[src/verilog/ebh_pkg.sv]
// Shared constants and types for the external bus handshake block.
// Assumes one clock (MCLK) and an asynchronous active-low reset.
// Summary of operation
// Ready low stretches the access one cycle, then ready is checked again.
// Ready is only examined when two or more software wait states are set.
// Ready is not sampled before all software wait states have elapsed.
// Direction output rests high and goes low only during an external write.
// Direction output floats during hold and while float input is low.
// I/O strobe rests high and goes low only for an I/O device access.
// I/O strobe floats during hold and while float input is low.
// Master requests hold; once acknowledged, address, data, control lines float.
// Hold acknowledge low only in hold with lines floated; floats when float low.
// Hold acknowledge is driven high throughout reset.
// Wait-complete goes low at first software wait, high at the last one.
// Wait-complete looped to ready forces exactly one extra external wait; here none up to four software waits, four from five.
// Wait-complete floats while the float input is low.
// Fetch indicator low while an instruction address is out; floats on float.
// Clock output is machine rate divided by one to four, software selected; each level here lasts one to four MCLK cycles.
// After reset the clock output divides by four.
// Memory strobe low only for data or program memory access; floats in hold.
// Space selects high except the accessed space, active while address valid.
// Hold is granted only between accesses, never in mid access.
`default_nettype none

package ebh_pkg;

  // Machine states of the bus sequencer
  typedef enum logic [2:0] {
    ST_IDLE,
    ST_ACCESS,
    ST_SWWAIT,
    ST_XWAIT,
    ST_HOLD
  } ebh_state_e;

  // External space selected by an access
  typedef enum logic [1:0] {
    SPACE_DATA,
    SPACE_PROG,
    SPACE_IO
  } ebh_space_e;

  localparam int WS_WIDTH = 3;
  localparam logic [WS_WIDTH-1:0] READY_MIN_WS = 3'h2;
  localparam logic [1:0] DIV_SEL_RESET = 2'h3;
  localparam int SYNC_STAGES = 3;
  localparam logic [2:0] SYNC_RESET = 3'h7;
  localparam int SYNC_READY_BIT = 0;
  localparam int SYNC_HOLD_BIT = 1;
  localparam int SYNC_OFF_BIT = 2;

endpackage

`default_nettype wire

[src/verilog/ebh_sync_if.sv]
// Carrier for the filtered pin levels between synchroniser and sequencer.
// Assumes both ends sit on MCLK.
`default_nettype none

interface ebh_sync_if;
  logic ready;
  logic hold_n;
  logic off_n;

  modport src (output ready, output hold_n, output off_n);
  modport dst (input ready, input hold_n, input off_n);
endinterface

`default_nettype wire

[src/verilog/ebh_bus_ctrl.sv]
// Sequencer for external bus strobes, wait states, hold and clock output.
// Assumes a core that pulses REQ_VALID only while BUS_IDLE is high, and
// pins READY, HOLD_N and OFF_N that are asynchronous to MCLK.
`default_nettype none

module ebh_bus_ctrl #(
  parameter int WS_W = ebh_pkg::WS_WIDTH
) (
  input wire logic MCLK,
  input wire logic RST_N,
  input wire logic REQ_VALID,
  input wire logic REQ_WRITE,
  input wire logic [1:0] REQ_SPACE,
  input wire logic REQ_FETCH,
  input wire logic [WS_W-1:0] WAIT_STATES,
  input wire logic DIV_WR,
  input wire logic [1:0] DIV_SEL,
  input wire logic READY,
  input wire logic HOLD_N,
  input wire logic OFF_N,
  output logic BUS_IDLE,
  output logic ACC_DONE,
  output logic BUS_DRIVE_EN,
  output logic RW_O,
  output logic RW_OE,
  output logic IO_STROBE_N_O,
  output logic IO_STROBE_N_OE,
  output logic MEMORY_STROBE_N_O,
  output logic MEMORY_STROBE_N_OE,
  output logic DATA_SPACE_SEL_N_O,
  output logic PROGRAM_SPACE_SEL_N_O,
  output logic IO_SPACE_SEL_N_O,
  output logic SPACE_SEL_N_OE,
  output logic HOLD_ACK_N_O,
  output logic HOLD_ACK_N_OE,
  output logic WAIT_COMPLETE_N_O,
  output logic WAIT_COMPLETE_N_OE,
  output logic FETCH_INDICATOR_N_O,
  output logic FETCH_INDICATOR_N_OE,
  output logic DIVIDED_CLOCK_OUT_O,
  output logic DIVIDED_CLOCK_OUT_OE
);

  ////////////////////////////////////////////////////////////////////////////
  // Elaboration check: the count must reach the ready threshold
  if (WS_W < 2)
  begin : g_chk
    $error("WS_W too narrow for the ready threshold");
  end

  // Ready takes part only with enough software wait states
  function automatic logic ready_used(input logic [WS_W-1:0] ws);
    ready_used = (ws >= WS_W'(ebh_pkg::READY_MIN_WS));
  endfunction

  ////////////////////////////////////////////////////////////////////////////
  // Pin synchroniser
  ebh_sync_if sync ();

  ebh_pin_sync u_sync (
    .clk(MCLK),
    .rst_n(RST_N),
    .pins({OFF_N, HOLD_N, READY}),
    .sync(sync.src)
  );

  ////////////////////////////////////////////////////////////////////////////
  // Sequencer state
  ebh_pkg::ebh_state_e state_q;
  ebh_pkg::ebh_state_e state_d;
  logic [WS_W-1:0] ws_q;
  logic [WS_W-1:0] ws_d;
  logic [WS_W-1:0] ws_left_q;
  logic [WS_W-1:0] ws_left_d;
  logic write_q;
  logic write_d;
  logic [1:0] space_q;
  logic [1:0] space_d;
  logic fetch_q;
  logic fetch_d;
  logic [1:0] div_sel_q;
  logic [1:0] div_cnt_q;
  logic [1:0] div_cnt_d;
  logic clk_out_d;

  wire logic accept = (state_q == ebh_pkg::ST_IDLE) && sync.hold_n && REQ_VALID;
  wire logic grant = (state_q == ebh_pkg::ST_IDLE) && !sync.hold_n;
  wire logic last_wait = (state_q == ebh_pkg::ST_SWWAIT) && (ws_left_q == WS_W'(1));
  wire logic wait_more = ready_used(ws_q) && !sync.ready;

  // Next state; hold waits for the idle slot so no access is cut
  always_comb
  begin
    state_d = state_q;
    unique case (state_q)
      ebh_pkg::ST_IDLE:
      begin
        if (grant)
          state_d = ebh_pkg::ST_HOLD;
        else if (accept)
          state_d = ebh_pkg::ST_ACCESS;
      end
      ebh_pkg::ST_ACCESS:
      begin
        if (ws_q == '0)
          state_d = ebh_pkg::ST_IDLE;
        else
          state_d = ebh_pkg::ST_SWWAIT;
      end
      ebh_pkg::ST_SWWAIT:
      begin
        if (last_wait)
          state_d = wait_more ? ebh_pkg::ST_XWAIT : ebh_pkg::ST_IDLE;
      end
      ebh_pkg::ST_XWAIT:
      begin
        if (sync.ready)
          state_d = ebh_pkg::ST_IDLE;
      end
      ebh_pkg::ST_HOLD:
      begin
        if (sync.hold_n)
          state_d = ebh_pkg::ST_IDLE;
      end
    endcase
  end

  // Attributes of the access, latched when it is taken
  assign ws_d = accept ? WAIT_STATES : ws_q;
  assign write_d = accept ? REQ_WRITE : write_q;
  assign space_d = accept ? REQ_SPACE : space_q;
  assign fetch_d = accept ? REQ_FETCH : fetch_q;
  assign ws_left_d = (state_q == ebh_pkg::ST_ACCESS) ? ws_q :
                     (state_q == ebh_pkg::ST_SWWAIT) ? ws_left_q - WS_W'(1) : ws_left_q;

  // Sequencer registers
  always_ff @(posedge MCLK or negedge RST_N)
  begin
    if (!RST_N)
    begin
      state_q <= ebh_pkg::ST_IDLE;
      ws_q <= '0;
      ws_left_q <= '0;
      write_q <= 1'b0;
      space_q <= 2'h0;
      fetch_q <= 1'b0;
    end
    else
    begin
      state_q <= state_d;
      ws_q <= ws_d;
      ws_left_q <= ws_left_d;
      write_q <= write_d;
      space_q <= space_d;
      fetch_q <= fetch_d;
    end
  end

  ////////////////////////////////////////////////////////////////////////////
  // Pin values, taken from the next state so each pin flop lines up with it
  wire logic act_d = (state_d == ebh_pkg::ST_ACCESS) || (state_d == ebh_pkg::ST_SWWAIT) ||
                     (state_d == ebh_pkg::ST_XWAIT);
  wire logic hold_d = (state_d == ebh_pkg::ST_HOLD);
  wire logic drive_d = !hold_d && sync.off_n;
  wire logic io_d = (space_d == 2'(ebh_pkg::SPACE_IO));
  wire logic rw_d = !(act_d && write_d);
  wire logic io_strb_d = !(act_d && io_d);
  wire logic mem_strb_d = !(act_d && !io_d && (space_d != 2'h3));
  wire logic ds_d = !(act_d && space_d == 2'(ebh_pkg::SPACE_DATA));
  wire logic ps_d = !(act_d && space_d == 2'(ebh_pkg::SPACE_PROG));
  wire logic is_d = !(act_d && io_d);
  wire logic fetch_n_d = !(act_d && fetch_d && space_d == 2'(ebh_pkg::SPACE_PROG));
  // Low from the first software wait up to, not into, the last one
  wire logic wc_d = !((state_d == ebh_pkg::ST_SWWAIT) && ready_used(ws_d) &&
                      (ws_left_d > WS_W'(1)));

  // Bus pins; every enable drops during hold and while float is low
  always_ff @(posedge MCLK or negedge RST_N)
  begin
    if (!RST_N)
    begin
      RW_O <= 1'b1;
      IO_STROBE_N_O <= 1'b1;
      MEMORY_STROBE_N_O <= 1'b1;
      DATA_SPACE_SEL_N_O <= 1'b1;
      PROGRAM_SPACE_SEL_N_O <= 1'b1;
      IO_SPACE_SEL_N_O <= 1'b1;
      FETCH_INDICATOR_N_O <= 1'b1;
      WAIT_COMPLETE_N_O <= 1'b1;
      RW_OE <= 1'b1;
      IO_STROBE_N_OE <= 1'b1;
      MEMORY_STROBE_N_OE <= 1'b1;
      SPACE_SEL_N_OE <= 1'b1;
      BUS_DRIVE_EN <= 1'b1;
    end
    else
    begin
      RW_O <= rw_d;
      IO_STROBE_N_O <= io_strb_d;
      MEMORY_STROBE_N_O <= mem_strb_d;
      DATA_SPACE_SEL_N_O <= ds_d;
      PROGRAM_SPACE_SEL_N_O <= ps_d;
      IO_SPACE_SEL_N_O <= is_d;
      FETCH_INDICATOR_N_O <= fetch_n_d;
      WAIT_COMPLETE_N_O <= wc_d;
      RW_OE <= drive_d;
      IO_STROBE_N_OE <= drive_d;
      MEMORY_STROBE_N_OE <= drive_d;
      SPACE_SEL_N_OE <= drive_d;
      BUS_DRIVE_EN <= drive_d;
    end
  end

  // Handshake and always-on pins; hold ack is driven high during reset
  always_ff @(posedge MCLK or negedge RST_N)
  begin
    if (!RST_N)
    begin
      HOLD_ACK_N_O <= 1'b1;
      HOLD_ACK_N_OE <= 1'b1;
      WAIT_COMPLETE_N_OE <= 1'b1;
      FETCH_INDICATOR_N_OE <= 1'b1;
      DIVIDED_CLOCK_OUT_OE <= 1'b1;
      BUS_IDLE <= 1'b0;
      ACC_DONE <= 1'b0;
    end
    else
    begin
      HOLD_ACK_N_O <= !hold_d;
      HOLD_ACK_N_OE <= sync.off_n;
      WAIT_COMPLETE_N_OE <= sync.off_n;
      FETCH_INDICATOR_N_OE <= sync.off_n;
      DIVIDED_CLOCK_OUT_OE <= sync.off_n;
      BUS_IDLE <= (state_d == ebh_pkg::ST_IDLE) && sync.hold_n;
      ACC_DONE <= act_d == 1'b0 && state_q != ebh_pkg::ST_IDLE &&
                  state_q != ebh_pkg::ST_HOLD;
    end
  end

  ////////////////////////////////////////////////////////////////////////////
  // Clock divider; a flop output cannot copy MCLK, so each level lasts
  // N cycles and the period is 2N cycles of MCLK
  assign div_cnt_d = (div_cnt_q >= div_sel_q) ? 2'h0 : div_cnt_q + 2'h1;
  assign clk_out_d = (div_cnt_q >= div_sel_q) ? !DIVIDED_CLOCK_OUT_O : DIVIDED_CLOCK_OUT_O;

  // Divider select and counter
  always_ff @(posedge MCLK or negedge RST_N)
  begin
    if (!RST_N)
    begin
      div_sel_q <= ebh_pkg::DIV_SEL_RESET;
      div_cnt_q <= 2'h0;
      DIVIDED_CLOCK_OUT_O <= 1'b0;
    end
    else
    begin
      if (DIV_WR)
        div_sel_q <= DIV_SEL;
      div_cnt_q <= div_cnt_d;
      DIVIDED_CLOCK_OUT_O <= clk_out_d;
    end
  end
endmodule

`default_nettype wire

[src/verilog/ebh_pin_sync.sv]
// Three-stage synchroniser with agreement filter for the asynchronous pins.
// Assumes pins change freely relative to MCLK.
`default_nettype none

module ebh_pin_sync (
  input wire logic clk,
  input wire logic rst_n,
  input wire logic [2:0] pins,
  ebh_sync_if.src sync
);

  logic [2:0] s1_q;
  logic [2:0] s2_q;
  logic [2:0] s3_q;
  logic [2:0] filt_q;
  logic [2:0] filt_d;

  ////////////////////////////////////////////////////////////////////////////
  // A change counts only once stages two and three agree; stage one is
  // read by stage two alone, so no glitch reaches the filter.
  assign filt_d = (s2_q & s3_q) | (~(s2_q ^ s3_q) & s2_q) | ((s2_q ^ s3_q) & filt_q);

  // Shift chain and filtered level
  always_ff @(posedge clk or negedge rst_n)
  begin
    if (!rst_n)
    begin
      s1_q <= ebh_pkg::SYNC_RESET;
      s2_q <= ebh_pkg::SYNC_RESET;
      s3_q <= ebh_pkg::SYNC_RESET;
      filt_q <= ebh_pkg::SYNC_RESET;
    end
    else
    begin
      s1_q <= pins;
      s2_q <= s1_q;
      s3_q <= s2_q;
      filt_q <= filt_d;
    end
  end

  // Named filtered levels
  assign sync.ready = filt_q[ebh_pkg::SYNC_READY_BIT];
  assign sync.hold_n = filt_q[ebh_pkg::SYNC_HOLD_BIT];
  assign sync.off_n = filt_q[ebh_pkg::SYNC_OFF_BIT];

endmodule

`default_nettype wire

[config.mk]
export PLATFORM = sky130hd
export DESIGN_NAME = ebh_bus_ctrl
export DESIGN_NICKNAME = d
export VERILOG_FILES = /design/src/verilog/ebh_pkg.sv /design/src/verilog/ebh_sync_if.sv /design/src/verilog/ebh_bus_ctrl.sv /design/src/verilog/ebh_pin_sync.sv
export SDC_FILE = /design/constraint.sdc
export NUM_CORES = 1
export LEC_CHECK = 0
export BUFFER_PORTS_ARGS = -buffer_cell sky130_fd_sc_hd__buf_2
export CAP_MARGIN = 5
export CELL_PAD_IN_SITES_DETAIL_PLACEMENT = 1
export CELL_PAD_IN_SITES_GLOBAL_PLACEMENT = 2
export CORE_ASPECT_RATIO = 1.4
export CORE_MARGIN = 2
export CORE_UTILIZATION = 35
export CTS_CLUSTER_SIZE = 20
export DETAILED_ROUTE_END_ITERATION = 10
export MAX_ROUTING_LAYER = met4
export PLACE_DENSITY_LB_ADDON = 0.1
export SYNTH_ARGS = -nofsm -noshare
export SYNTH_HDL_FRONTEND = slang
export SYNTH_SLANG_ARGS = --single-unit
[constraint.sdc]
create_clock -name MCLK -period 2.24 [get_ports MCLK]
set_input_delay 0 -clock MCLK [delete_from_list [all_inputs] [get_ports MCLK]]
set_output_delay 0 -clock MCLK [all_outputs]
set_load 0.05 [all_outputs]
==> metrics.md <==
| Metric | Value |
|---|---|
| Dominant synthesized flop cell | dfstp_2 |
| CTS Buf Count | 5 |
| CP Data Arrival Time | roughly 2.1 ns |
| Detailed Route Iter0 Violations | 24 |
| Antenna Cells | 0 |
| Worst slew margin | 40.33% |
| Maximum vdd drop | 0.0005448 V |
| Pint | 1.719 mW |
| Status | finished, final reports clean |
| # hold bufs at CTS | 13 |
| Min Tclk post-route | approximately 1.9 ns |
| Clk sink count | 42 |
| Leakage | 1.009 nW |
| Worst clock skew | 0.01010 ns |
| Gp weighted congestion | 0.7628 |
| Root buffer cell | clkbuf_8 |
| Register area share after synthesis | between 60% and 70% |
| Hold WC Path Type | input port to flip-flop |
| Total wire length | approximately 3400 µm |
| Sequential share of power | 40.8% |
| CTS HTree Levels | 2 |
| Share of cells above drive strength 1 | 43.62% |
| Gates resized, CTS repair | 0 |
| Crit share post-route | between 80% and 90% |
| CP startpoint kind | flip-flop |
| Remaining global-route overflow | 0 |
| Max-slew violations | 0 |
| Routed vias/inst | 4.571 |
| Ys Warns | 0 |
| Worst endpoint required time | 2.44 ns |
| Max capacitance violation total | 0 |
| Reg-to-reg setup timing slack | between 0.3 and 0.4 ns |
| Vias in the first global route | 1284 |
| Seq cells post-synth | 42 |
| Clk Latency, worst-skew pair | 0.30 ns |
| Synthesized instance count | 140 |
| Pwr dens | 1341 nW/µm² |
| Die ar. | about 5600 µm² |
| Nature of the critical path endpoint | flip-flop |
| Finished Layout Cells | around 250 |
| Setup Total Neg Slack | 0 ns |
| Sw power | 1.209 mW |
| Async set-reset flop share out of synthesis | 100.0% |
| DR pass1 iterations | 4 |
| Setup Buffers After CTS | 0 |
| Avg Cell Area, Syn | 12.49 µm² |
| Syn_nets | approximately 160 |
| Combinational Power Share | roughly two fifths |
| Initial antenna violation count | 0 |
| Worst Setup Path Type | flip-flop to flip-flop |
| Final hold vios | 0 |
| Reg clk slew, reported paths | 0.08 ns |
| Area contributors post-synth | dfstp_2 36%, dfrtp_1 26%, ha_1 5.0% |
| WL per Instance | 13.30 µm |
| Top cell type's share of synthesized area | 36.05% |
| Number of I/O pins | 37 |
| DRC viols | 0 |
| Clock share of power | about a fifth |
| DP HPWL | 2395 µm |
| Pin count of the biggest net entering global routing | 43 |
| Multi-input gate area | 549.3 µm² |
| Layout Nets | 210 |
| Final setup viols | 0 |
| Distinct cells, synth | 32 |
| Crit path max fanout | 11 |
| Die Span X | approximately 64 µm |
| CTS tree | built |
| IO buf count | 36 |
| Filler cells | 556 |
| Clock Path Buffers | 2 |
| Post-synth EDFFs | 0 |
| RSZ-0062 raised after global routing | false |
| Register Area | 1081 µm² |
| Overall routing resource usage | between 10% and 20% |
| Fmax | 516.7 MHz |
| Vias post-DR | 1152 |
| Post-route ant nets | 0 |
| Rows | 30 |
| Core area | 4842 µm² |
| Slew @ Worst Pin | slightly below 0.9 ns |
| First-pass GRT wire length | just under 6000 µm |
| Sw Share | 41.29% |
| Post-synth top area cell | dfstp_2 |
| Area grow syn2layout | 24.82% |
| Synth Cell Area | 1749 µm² |
| Cells after DPL | 231 |
| Die height | 87.65 µm |
| Initial Util | 36.12% |
## cell usage in the layout (no fill, tap or decap), types with 2 or more instances in the layout
cell type | netlist | final
buf_4 | 8 | 2
dlygate4sd3_1 | 0 | 13
nor2_1 | 10 | 10
a21o_1 | 4 | 4
nand3_1 | 3 | 3
nor3_1 | 2 | 2
nand2b_1 | 2 | 2
ha_1 | 7 | 7
buf_2 | 2 | 36
inv_1 | 10 | 10
dfrtp_1 | 18 | 18
clkbuf_8 | 0 | 8
a21oi_1 | 5 | 5
nand2_1 | 9 | 9
dfstp_2 | 24 | 24
mux2i_1 | 2 | 2
nor2b_1 | 4 | 4
mux2_2 | 6 | 6
or4b_4 | 2 | 2
o21ai_0 | 8 | 8
## synthesized netlist by cell type, types with 3 or more instances
cell type  count
a21o_1         4
a21oi_1        5
buf_4          8
dfrtp_1       18
dfstp_2       24
ha_1           7
inv_1         10
mux2_2         6
nand2_1        9
nand3_1        3
nor2_1        10
nor2b_1        4
o21ai_0        8
## logic make-up after synthesis
group	share of synthesized area, %
AOI/OAI and AO/OA	8.012
adders and majority gates	5.007
and+or+nand+nor	12.38
muxes	5.007
xor gates and xnor gates	1.002
buffers and inverters	6.796
DFF	61.80
## registers in the layout, summed over array words and instances, names as in the netlist, 2 cells and up
name,cells
div_cnt_q,2
u_sync.s2_q,3
div_sel_q,2
state_q,3
u_sync.s1_q,3
ws_left_q,3
ws_q,3
u_sync.s3_q,3
u_sync.filt_q,3
space_q,2
## layer usage
metal / vias to the layer above / global-route usage (%) / routed length [µm]
met5: - / - / 0
met4: 0 / 8.300 / 87
met3: 8 / 3.342 / 119
met2: 24 / 23.25 / 1720
met1: 569 / 16.39 / 1423
li1: 551 / - / -
## final cells by class
| type | instances | area share [%] |
|---|---|---|
| clock buffers | 8 | 5.043 |
| flip-flops and latches | 42 | 49.51 |
| well taps | 64 | 3.668 |
| repair buffers | 51 | 14.90 |
| inverters | 10 | 1.719 |
| multi-input cells | 77 | 25.16 |
## worst max-delay path, stage by stage, from the launching register on
cell,delay (ns)
dfrtp_1,0.48
or2_1,0.31
nor3_1,0.18
buf_4,0.22
nor2b_1,0.08
a21oi_1,0.42
nand3_1,0.15
## path summary, 6_finish.rpt
check / start / to / depth (start not counted)
setup / recovery: state_q[0] / FETCH_INDICATOR_N_O / 6
hold / removal: REQ_SPACE[0] / space_q[0] / 3
setup reg to reg: state_q[0] / FETCH_INDICATOR_N_O / 6
hold reg to reg: u_sync.s1_q[2] / u_sync.s2_q[2] / 0
max in group asynchronous: RST_N / ws_q[2] / 2
min in group asynchronous: RST_N / fetch_q / 2
## power by group through the flow
| stage | Combinational, mW | Sequential [mW] | Clock (mW) |
|---|---|---|---|
| after global placement | 1.15 | 1.20 | 0 |
| final | 1.17 | 1.20 | 0.560 |
| after CTS | 1.19 | 1.20 | 0.587 |
| after global routing | 1.29 | 1.24 | 0.619 |
| after floorplan | 0.661 | 1.46 | 0 |
| after detailed placement | 1.17 | 1.21 | 0 |
## metrics by stage
step | total power, mW | setup WS, ns | instance area [µm²] | utilization, % | hold slack [ns]
final | 2.929 | 0.3048 | 2183 | 45.09 | 0.02194
after global routing | 3.148 | 0.07855 | 2183 | 45.09 | 0.01715
after CTS | 2.985 | 0.2719 | 2183 | 45.09 | 0.01408
after detailed placement | 2.384 | 0.3047 | 1943 | 40.13 | 0.1078
after global placement | 2.347 | 0.3136 | 1943 | 40.13 | 0.1058
after floorplan | 2.125 | 0.4151 | 1749 | - | -0.2956
(Power assumes the default switching activity.)
